File: src/design/mgmt_irq_pkg.sv
/*
  Register indices, field masks and bus answers of the management
  interrupt status and enable block.
  Assumes byte address = 4 * index on a 32-bit register bus.
*/
`default_nettype none
package mgmt_irq_pkg;
  localparam int REG_W = 8;
  localparam logic [7:0] IDX_STATUS_1 = 8'h10;
  localparam logic [7:0] IDX_STATUS_2 = 8'h11;
  localparam logic [7:0] IDX_STATUS_3 = 8'h12;
  localparam logic [7:0] IDX_STATUS_4 = 8'h13;
  localparam logic [7:0] IDX_STATUS_5 = 8'h14;
  localparam logic [7:0] IDX_HOLE_15 = 8'h15;
  localparam logic [7:0] IDX_ENABLE_1 = 8'h16;
  localparam logic [7:0] IDX_ENABLE_2 = 8'h17;
  localparam logic [7:0] IDX_ENABLE_3 = 8'h18;
  localparam logic [7:0] MASK_STATUS_1 = 8'h3E;
  localparam logic [7:0] MASK_STATUS_2 = 8'h17;
  localparam logic [7:0] MASK_STATUS_3 = 8'hF7;
  localparam logic [7:0] MASK_STATUS_4 = 8'hFF;
  localparam logic [7:0] MASK_STATUS_5 = 8'hCF;
  localparam logic [7:0] MASK_ENABLE_1 = 8'h3E;
  localparam logic [7:0] MASK_ENABLE_2 = 8'hF7;
  localparam logic [7:0] MASK_ENABLE_3 = 8'hF7;
  localparam logic [7:0] MASK_EN2_SOURCES = 8'h17;
  localparam int EN2_WAKE_BIT = 5;
  localparam int EN2_SERIAL_BIT = 6;
  localparam int EN2_PIN_BIT = 7;
  localparam int STATUS_2_IR_BIT = 2;
  localparam logic [7:0] REG_RESET = 8'h00;
  localparam int NUM_PINS = 25;
  localparam int PIN_STATUS_4_BASE = 8;
  localparam int PIN_STATUS_5_BASE = 16;
  localparam int PIN_IR = 24;
  localparam logic [1:0] RESP_OKAY = 2'h0;
  localparam logic [1:0] RESP_SLVERR = 2'h2;
endpackage : mgmt_irq_pkg
`default_nettype wire

File: src/design/mgmt_irq_status_enable.sv
/*
  Management interrupt group: W1C event status, live source status,
  enables, group interrupt and its three routed destinations, reached
  over an AXI4-Lite slave.
  Assumes aresetn is the standby-power reset; source interrupt inputs
  come from logic on aclk, general-purpose and fan pins are async.
*/
// Added by the designer: the AXI4-Lite interface to the registers.
// Overview of operation
// - Status 3 at 0x12 latches events of inputs 20-22,24-26,60; bit 3 reserved.
// - Status 4 at 0x13 latches events of inputs 30-33,41-43,61 in bits 0-7.
// - Status 5 at 0x14 latches inputs 54-57 and fan inputs 1,2; bits 4,5 reserved.
// - Writing one to a status 3/4/5 bit clears it.
// - Location 0x15 always reads zero.
// - An enable bit of one passes its source to the group; zero blocks it.
// - Enable 1 at 0x16 enables parallel, UART B, UART A, floppy, MIDI.
// - Enable 2 at 0x17 enables mouse, keyboard, infrared and port-12 sources.
// - Group interrupt goes to pin, serial stream, wake logic, each enabled alone.
// - Enable 2 bit 5 forwards the group into the wake logic.
// - Enable 2 bit 6 places the group onto the serial interrupt stream.
// - Enable 2 bit 7 drives the group onto the active-low output pin.
// - Enable 3 at 0x18 matches status 3 layout; bit 3 reserved.
// - Status 1 bits 1-5 follow their sources; writes do not clear them.
// - Infrared status bit sets on receive transition, clears on status 2 read.
`default_nettype none
module mgmt_irq_status_enable #(
  parameter int ADDR_W = 12
) (
  input wire logic aclk,
  input wire logic aresetn,
  input wire logic [ADDR_W-1:0] awaddr,
  input wire logic [2:0] awprot,
  input wire logic awvalid,
  output logic awready,
  input wire logic [31:0] wdata,
  input wire logic [3:0] wstrb,
  input wire logic wvalid,
  output logic wready,
  output logic [1:0] bresp,
  output logic bvalid,
  input wire logic bready,
  input wire logic [ADDR_W-1:0] araddr,
  input wire logic [2:0] arprot,
  input wire logic arvalid,
  output logic arready,
  output logic [31:0] rdata,
  output logic [1:0] rresp,
  output logic rvalid,
  input wire logic rready,
  input wire logic parport_irq_status,
  input wire logic uart_b_irq_status,
  input wire logic uart_a_irq_status,
  input wire logic floppy_irq_status,
  input wire logic midi_irq_status,
  input wire logic mouse_irq_status,
  input wire logic keyboard_irq_status,
  input wire logic port12_irq_status,
  input wire logic infrared_rx_pin,
  input wire logic [7:0] gen_io_set_3,
  input wire logic [7:0] gen_io_set_4,
  input wire logic [3:0] gen_io_set_5,
  input wire logic fan_speed_in_1,
  input wire logic fan_speed_in_2,
  output logic irq,
  output logic group_mgmt_irq_n,
  output logic mgmt_irq_out_pin_n,
  output logic serial_irq_req,
  output logic power_mgmt_event_req
);
  if (ADDR_W < 10 || ADDR_W > 32) begin : g_addr_check
    $error("ADDR_W must be between 10 and 32");
  end

  logic [mgmt_irq_pkg::NUM_PINS-1:0] pins;
  logic [mgmt_irq_pkg::NUM_PINS-1:0] sync1_q;
  logic [mgmt_irq_pkg::NUM_PINS-1:0] sync2_q;
  logic [mgmt_irq_pkg::NUM_PINS-1:0] prev_q;
  logic [mgmt_irq_pkg::NUM_PINS-1:0] rise;
  logic ir_toggle;

  assign pins = {infrared_rx_pin, fan_speed_in_2, fan_speed_in_1, 2'h0,
                 gen_io_set_5, gen_io_set_4, gen_io_set_3};

  // Two-stage synchroniser, then a third stage for edge detection
  for (genvar i = 0; i < mgmt_irq_pkg::NUM_PINS; i++) begin : g_pin
    always_ff @(posedge aclk) begin
      if (!aresetn) begin
        sync1_q[i] <= 1'b0;
        sync2_q[i] <= 1'b0;
        prev_q[i] <= 1'b0;
      end else begin
        sync1_q[i] <= pins[i];
        sync2_q[i] <= sync1_q[i];
        prev_q[i] <= sync2_q[i];
      end
    end
    assign rise[i] = sync2_q[i] & ~prev_q[i];
  end

  // Either edge on the selected infrared receive line counts
  assign ir_toggle = sync2_q[mgmt_irq_pkg::PIN_IR] ^ prev_q[mgmt_irq_pkg::PIN_IR];

  logic [7:0] set_3;
  logic [7:0] set_4;
  logic [7:0] set_5;
  assign set_3 = rise[7:0] & mgmt_irq_pkg::MASK_STATUS_3;
  assign set_4 = rise[15:8] & mgmt_irq_pkg::MASK_STATUS_4;
  assign set_5 = rise[23:16] & mgmt_irq_pkg::MASK_STATUS_5;

  // AXI4-Lite write side: address and data taken in either order
  logic aw_held_q;
  logic w_held_q;
  logic [ADDR_W-1:0] aw_addr_q;
  logic [7:0] w_data_q;
  logic w_lane0_q;
  logic bvalid_q;
  logic [1:0] bresp_q;
  logic do_write;
  logic wr_ok;
  logic wr_en;
  logic [7:0] wr_idx;

  assign awready = ~aw_held_q & ~bvalid_q;
  assign wready = ~w_held_q & ~bvalid_q;
  assign do_write = aw_held_q & w_held_q & ~bvalid_q;
  assign wr_idx = aw_addr_q[9:2];
  assign wr_ok = (aw_addr_q[1:0] == 2'h0) && ((aw_addr_q >> 10) == '0)
                 && (wr_idx >= mgmt_irq_pkg::IDX_STATUS_1)
                 && (wr_idx <= mgmt_irq_pkg::IDX_ENABLE_3);
  // Registers are one byte wide, so only lane 0 carries a write
  assign wr_en = do_write & wr_ok & w_lane0_q;
  assign bvalid = bvalid_q;
  assign bresp = bresp_q;

  always_ff @(posedge aclk) begin
    if (!aresetn) begin
      aw_held_q <= 1'b0;
      aw_addr_q <= '0;
    end else if (awvalid && awready) begin
      aw_held_q <= 1'b1;
      aw_addr_q <= awaddr;
    end else if (do_write) begin
      aw_held_q <= 1'b0;
    end
  end

  always_ff @(posedge aclk) begin
    if (!aresetn) begin
      w_held_q <= 1'b0;
      w_data_q <= 8'h00;
      w_lane0_q <= 1'b0;
    end else if (wvalid && wready) begin
      w_held_q <= 1'b1;
      w_data_q <= wdata[7:0];
      w_lane0_q <= wstrb[0];
    end else if (do_write) begin
      w_held_q <= 1'b0;
    end
  end

  always_ff @(posedge aclk) begin
    if (!aresetn) begin
      bvalid_q <= 1'b0;
      bresp_q <= mgmt_irq_pkg::RESP_OKAY;
    end else if (do_write) begin
      bvalid_q <= 1'b1;
      bresp_q <= wr_ok ? mgmt_irq_pkg::RESP_OKAY : mgmt_irq_pkg::RESP_SLVERR;
    end else if (bready) begin
      bvalid_q <= 1'b0;
    end
  end

  logic [7:0] clr_3;
  logic [7:0] clr_4;
  logic [7:0] clr_5;
  assign clr_3 = (wr_en && wr_idx == mgmt_irq_pkg::IDX_STATUS_3) ? w_data_q : 8'h00;
  assign clr_4 = (wr_en && wr_idx == mgmt_irq_pkg::IDX_STATUS_4) ? w_data_q : 8'h00;
  assign clr_5 = (wr_en && wr_idx == mgmt_irq_pkg::IDX_STATUS_5) ? w_data_q : 8'h00;

  logic [7:0] status_3_q;
  logic [7:0] status_4_q;
  logic [7:0] status_5_q;
  // A new event in the clearing cycle survives the clear
  always_ff @(posedge aclk) begin
    if (!aresetn) begin
      status_3_q <= mgmt_irq_pkg::REG_RESET;
      status_4_q <= mgmt_irq_pkg::REG_RESET;
      status_5_q <= mgmt_irq_pkg::REG_RESET;
    end else begin
      status_3_q <= (status_3_q & ~clr_3) | set_3;
      status_4_q <= (status_4_q & ~clr_4) | set_4;
      status_5_q <= (status_5_q & ~clr_5) | set_5;
    end
  end

  logic [7:0] enable_1_q;
  logic [7:0] enable_2_q;
  logic [7:0] enable_3_q;
  always_ff @(posedge aclk) begin
    if (!aresetn) begin
      enable_1_q <= mgmt_irq_pkg::REG_RESET;
      enable_2_q <= mgmt_irq_pkg::REG_RESET;
      enable_3_q <= mgmt_irq_pkg::REG_RESET;
    end else if (wr_en) begin
      if (wr_idx == mgmt_irq_pkg::IDX_ENABLE_1) begin
        enable_1_q <= w_data_q & mgmt_irq_pkg::MASK_ENABLE_1;
      end
      if (wr_idx == mgmt_irq_pkg::IDX_ENABLE_2) begin
        enable_2_q <= w_data_q & mgmt_irq_pkg::MASK_ENABLE_2;
      end
      if (wr_idx == mgmt_irq_pkg::IDX_ENABLE_3) begin
        enable_3_q <= w_data_q & mgmt_irq_pkg::MASK_ENABLE_3;
      end
    end
  end

  // AXI4-Lite read side
  logic rvalid_q;
  logic [31:0] rdata_q;
  logic [1:0] rresp_q;
  logic ar_hs;
  logic rd_ok;
  logic [7:0] rd_idx;
  logic [7:0] rd_byte;
  logic ir_clear;

  assign arready = ~rvalid_q;
  assign ar_hs = arvalid & arready;
  assign rd_idx = araddr[9:2];
  assign rd_ok = (araddr[1:0] == 2'h0) && ((araddr >> 10) == '0)
                 && (rd_idx >= mgmt_irq_pkg::IDX_STATUS_1)
                 && (rd_idx <= mgmt_irq_pkg::IDX_ENABLE_3);
  assign ir_clear = ar_hs & rd_ok & (rd_idx == mgmt_irq_pkg::IDX_STATUS_2);
  assign rvalid = rvalid_q;
  assign rdata = rdata_q;
  assign rresp = rresp_q;

  logic ir_status_q;
  // Read-to-clear; an edge in the read cycle keeps the bit set
  always_ff @(posedge aclk) begin
    if (!aresetn) begin
      ir_status_q <= 1'b0;
    end else if (ir_toggle) begin
      ir_status_q <= 1'b1;
    end else if (ir_clear) begin
      ir_status_q <= 1'b0;
    end
  end

  logic [7:0] status_1;
  logic [7:0] status_2;
  // Live view: these clear only at their sources, except the status 2 infrared bit, which clears on read
  assign status_1 = {2'h0, midi_irq_status, floppy_irq_status, uart_a_irq_status,
                     uart_b_irq_status, parport_irq_status, 1'b0};
  assign status_2 = {3'h0, port12_irq_status, 1'b0, ir_status_q,
                     keyboard_irq_status, mouse_irq_status};

  always_comb begin
    rd_byte = 8'h00;
    unique case (rd_idx)
      mgmt_irq_pkg::IDX_STATUS_1: rd_byte = status_1;
      mgmt_irq_pkg::IDX_STATUS_2: rd_byte = status_2;
      mgmt_irq_pkg::IDX_STATUS_3: rd_byte = status_3_q;
      mgmt_irq_pkg::IDX_STATUS_4: rd_byte = status_4_q;
      mgmt_irq_pkg::IDX_STATUS_5: rd_byte = status_5_q;
      mgmt_irq_pkg::IDX_ENABLE_1: rd_byte = enable_1_q;
      mgmt_irq_pkg::IDX_ENABLE_2: rd_byte = enable_2_q;
      mgmt_irq_pkg::IDX_ENABLE_3: rd_byte = enable_3_q;
      default: rd_byte = 8'h00;
    endcase
  end

  always_ff @(posedge aclk) begin
    if (!aresetn) begin
      rvalid_q <= 1'b0;
      rdata_q <= 32'h0000_0000;
      rresp_q <= mgmt_irq_pkg::RESP_OKAY;
    end else if (ar_hs) begin
      rvalid_q <= 1'b1;
      rdata_q <= {24'h00_0000, rd_ok ? rd_byte : 8'h00};
      rresp_q <= rd_ok ? mgmt_irq_pkg::RESP_OKAY : mgmt_irq_pkg::RESP_SLVERR;
    end else if (rready) begin
      rvalid_q <= 1'b0;
    end
  end

  // Group combine; status 4 and 5 have no enables and do not feed the group
  logic [7:0] src_1;
  logic [7:0] src_2;
  logic [7:0] src_3;
  logic group;
  assign src_1 = status_1 & enable_1_q;
  assign src_2 = status_2 & enable_2_q & mgmt_irq_pkg::MASK_EN2_SOURCES;
  assign src_3 = status_3_q & enable_3_q;
  assign group = |{src_1, src_2, src_3};

  logic group_q;
  logic pin_n_q;
  logic serial_q;
  logic wake_q;
  always_ff @(posedge aclk) begin
    if (!aresetn) begin
      group_q <= 1'b0;
      pin_n_q <= 1'b1;
      serial_q <= 1'b0;
      wake_q <= 1'b0;
    end else begin
      group_q <= group;
      pin_n_q <= ~(group & enable_2_q[mgmt_irq_pkg::EN2_PIN_BIT]);
      serial_q <= group & enable_2_q[mgmt_irq_pkg::EN2_SERIAL_BIT];
      wake_q <= group & enable_2_q[mgmt_irq_pkg::EN2_WAKE_BIT];
    end
  end
  assign irq = group_q;
  assign group_mgmt_irq_n = ~group_q;
  assign mgmt_irq_out_pin_n = pin_n_q;
  assign serial_irq_req = serial_q;
  assign power_mgmt_event_req = wake_q;
endmodule : mgmt_irq_status_enable
`default_nettype wire

File: config.mk
export PLATFORM = sky130hd
export DESIGN_NAME = mgmt_irq_status_enable
export DESIGN_NICKNAME = d
export VERILOG_FILES = /design/src/design/mgmt_irq_pkg.sv /design/src/design/mgmt_irq_status_enable.sv
export SDC_FILE = /design/constraint.sdc
export NUM_CORES = 1
export LEC_CHECK = 0
export BUFFER_PORTS_ARGS = -buffer_cell sky130_fd_sc_hd__buf_4
export CORE_ASPECT_RATIO = 2
export CORE_MARGIN = 1.5
export CORE_UTILIZATION = 45
export DETAILED_ROUTE_END_ITERATION = 12
export GPL_TIMING_DRIVEN = 1
export PLACE_DENSITY = 0.69
export SYNTH_ARGS = -nofsm -noshare
export SYNTH_HDL_FRONTEND = slang
export SYNTH_SLANG_ARGS = --single-unit
File: constraint.sdc
create_clock -name aclk -period 2 [get_ports aclk]
set_clock_uncertainty 0.15 [all_clocks]
set_input_delay 0.2 -clock aclk [delete_from_list [all_inputs] [get_ports aclk]]
set_output_delay 0.2 -clock aclk [all_outputs]
set_load 0.03 [all_outputs]
==> impl_metrics.yaml <==
floorplanning:
  dieArea_um2: 13800
  io_pins: 150
  dieHeight_um: 164.6
  start_util_pct: 46.55
  die_w_um: 83.82
  row_count: 58
  core-area_um2: 12630
synth:
  synthCells: 606
  synth_seq_cells: 149
  synth_edf_count: 0
  synth_ff_type: "dfxtp_1"
  async_flop_share_pct: 0
  mappedNetlistArea_um2: 5878
  ys_seq_area_share_pct: 50.74
  yosys_warnings: 0
  syn_area_per_cell_um2: 9.700
  synth_cell_types: 56
layout:
  drive_above_1_share_pct: 20.24
  syn_to_final_growth_pct: 30.12
  finish.instance_area_um2: 7649
  final_cells: 906
  num_antenna_cells: 0
  nets: 847
grt:
  grt_pass1_vias: 4324
  track_usage_pct: 20.97
  grt_pass1_wl_mm: 21.91
  grt-ovfl-total: 0
  antenna_found_initial: 0
  grt_max_degree: 93
pwr:
  leakage_nw: 3.163
  p_per_area_nw_per_um2: 896.7
  vdd_drop_max_v: 0.0006565
clocking:
  clock_sinks: 149
  cts_resized: 0
  htree_levels: 4
  cts-root-buf: "clkbuf_16"
  cts_buffer_depth: 2
  clk_latency_ns: 0.42
  cts_buffers: 17
  cts_tree: "yes"
  path_clk_slew_ns: 0.06
worst_setup_path:
  r2r_end: "status_3_q[2]"
  cp-end-kind: "flip-flop"
  worstSetupStartpoint: "aw_addr_q[0]"
  rrSetupSlack_ns: 0.05
  critical_path.max_fanout: 8
  critical_path_class: "flip-flop to flip-flop"
  cp.required_ns: 2.16
  r2r-start: "aw_addr_q[0]"
  cp-start-kind: "flip-flop"
  worstRegToRegCells: 7
  arrival_ns: 2.11
placed_design:
  place.port_buffers: 89
  place_area_um2: 6590
  place_hpwl_mm: 9.898
  dp.cells: 826
  gp_congestion: 0.8708
routing:
  met1_length_mm: 5.268
  highest_layer: "met4"
  wl_met2_mm: 7.794
  dr.pass1.iters: 4
  via_per_inst: 4.976
  routed_wl_mm: 14.12
  wl_met3_um: 512
  drc: 0
  postRouteAntennaNets: 0
  vias: 4508
  avgRoutedWirePerCell_um: 15.59
  drt-initial-drc-count: 193
min_path:
  holdPathStages: 5
  worstHoldEndpoint: "ir_status_q"
  min_from: "araddr[10]"
  hold_path_class: "primary input to flip-flop"
run_status:
  status: "finished, final reports clean"
sta:
  fin_hold_ws_ns: 0.07293
  hold_viol_final: 0
  min_period_ns: 1.948
  max_slew_margin_pct: 65.41
  tightestPinTransition_ns: 0.5177
  setup_viol: 0
  report.final.slew_viol_count: 0
  timing.fmax_mhz: 513.3
  min_period_over_period_pct: 97.41
run:
  cap_violations: 0
-- cell usage after synthesis (2+ instances only) --
cell type  instances  area share [%]
a31oi_1            7            0.74
o21ai_0           12             1.0
mux2i_1           25             4.3
a2111oi_0          2            0.30
a22o_1             2            0.30
inv_1             20             1.3
nand2b_1           8            0.85
nand3_1            5            0.43
nor3b_1            2            0.26
dfxtp_1          149              51
o32a_2             2            0.38
o21a_1             4            0.51
nor2b_1           39             4.2
clkbuf_1          23             1.5
o21ai_1            8            0.68
mux2_2             6             1.1
buf_2              3            0.26
nor4bb_1           3            0.51
a21oi_1           16             1.4
and2_1            72             7.7
a311oi_1           2            0.30
a21boi_0          29             3.7
a32o_1             7             1.2
clkbuf_8           2            0.47
nor3_4             2            0.55
nor2_1            10            0.64
o211a_1            2            0.34
a221oi_1           5            0.74
nand2_1           80             5.1
nor4_1             2            0.21
a22oi_1            4            0.51
nor3_1             3            0.26
buf_4             27             3.4
-- worst max-delay path by stage --
stage,to,cells past startpoint
floorplan,enable_2_q[0],6
global placement,status_3_q[7],6
detailed placement,status_3_q[2],6
CTS,status_3_q[2],6
global route,status_3_q[0],7
finish,status_3_q[2],7
-- cells in the final DEF, fill, tap and decap left out, types with 6 or more instances in the layout --
master	n
nand2b_1	8
clkbuf_16	17
nand2_1	80
dfxtp_1	149
conb_1	26
o21ai_0	12
mux2i_1	25
a31oi_1	7
nor2b_1	39
o21ai_1	8
buf_4	102
a21oi_1	16
dlygate4sd3_1	46
a32o_1	7
mux2_2	6
nor2_1	10
a21boi_0	29
inv_1	20
and2_1	72
-- critical path: stages, from the launching register on --
cell	delay [ns]
dfxtp_1	0.33
nor4b_4	0.40
nand3_4	0.14
buf_4	0.16
nor3_4	0.14
buf_4	0.18
nand2_1	0.07
a32o_1	0.27
-- layer usage --
layer  track usage [%]  vias up
li1                  -     2261
met1             20.72     2089
met3             4.648       30
met2             40.43      128
met5                 0        -
met4             10.43        0
-- per-stage QoR --
step,setup TNS [ns],util (%),total power [W],setup slack [ns]
after floorplan,0,-,0.003598,0.07350
after global placement,0,52.19,0.003767,0.05967
after detailed placement,-0.006555,52.19,0.003785,-0.005884
after CTS,0,60.35,0.006926,0.008056
after global routing,-0.01178,60.57,0.007113,-0.007152
final,0,60.57,0.006859,0.05181
-- area by class of cell --
type | instances | area, µm²
multi-input cells | 405 | 2566
fillers | 1096 | 4979
inverters | 20 | 75.07
repair buffers | 150 | 1266
clock buffers | 18 | 429.2
well taps | 150 | 187.7
flip-flops and latches | 149 | 2983
clock inverters | 14 | 141.4
-- cells by family (layout without fill, tap and decap cells) --
group,Yosys count,in the layout,synth area share [%]
buf+inv,77,202,7.194
other cells,1,26,0.06380
flops,149,149,50.74
xor+xnor,1,1,0.1490
compound gates,109,109,13.07
mux,32,32,5.790
simple gates,237,237,22.99
-- flip-flops by register name (all words and copies together), names as in the netlist, 5 cells and up --
name,flops
aw_addr_q,12
enable_1_q,5
enable_2_q,7
enable_3_q,7
prev_q,22
rdata,8
status_3_q,8
status_4_q,8
status_5_q,8
sync1_q,22
sync2_q,22
w_data_q,8
-- repair_timing --
action / 4_1_cts / 5_1_grt
hold buffers: 46 / 0
endpoints found under the setup margin: 6 / 10
cloned: 0 / 0
endpoints found under the hold margin: 45 / 0
pin swaps: 1 / 3
buffers inserted: 0 / 2
-- report_power, final --
part | switching, W | leakage, nW | internal, W
clock | 0.00132 | 0.272 | 0.00175
combinational | 0.000313 | 1.67 | 0.000303
sequential | 0.0000943 | 1.22 | 0.00308
total | 0.00172 | 3.16 | 0.00513
No activity file was read; power rests on OpenSTA's default activity.
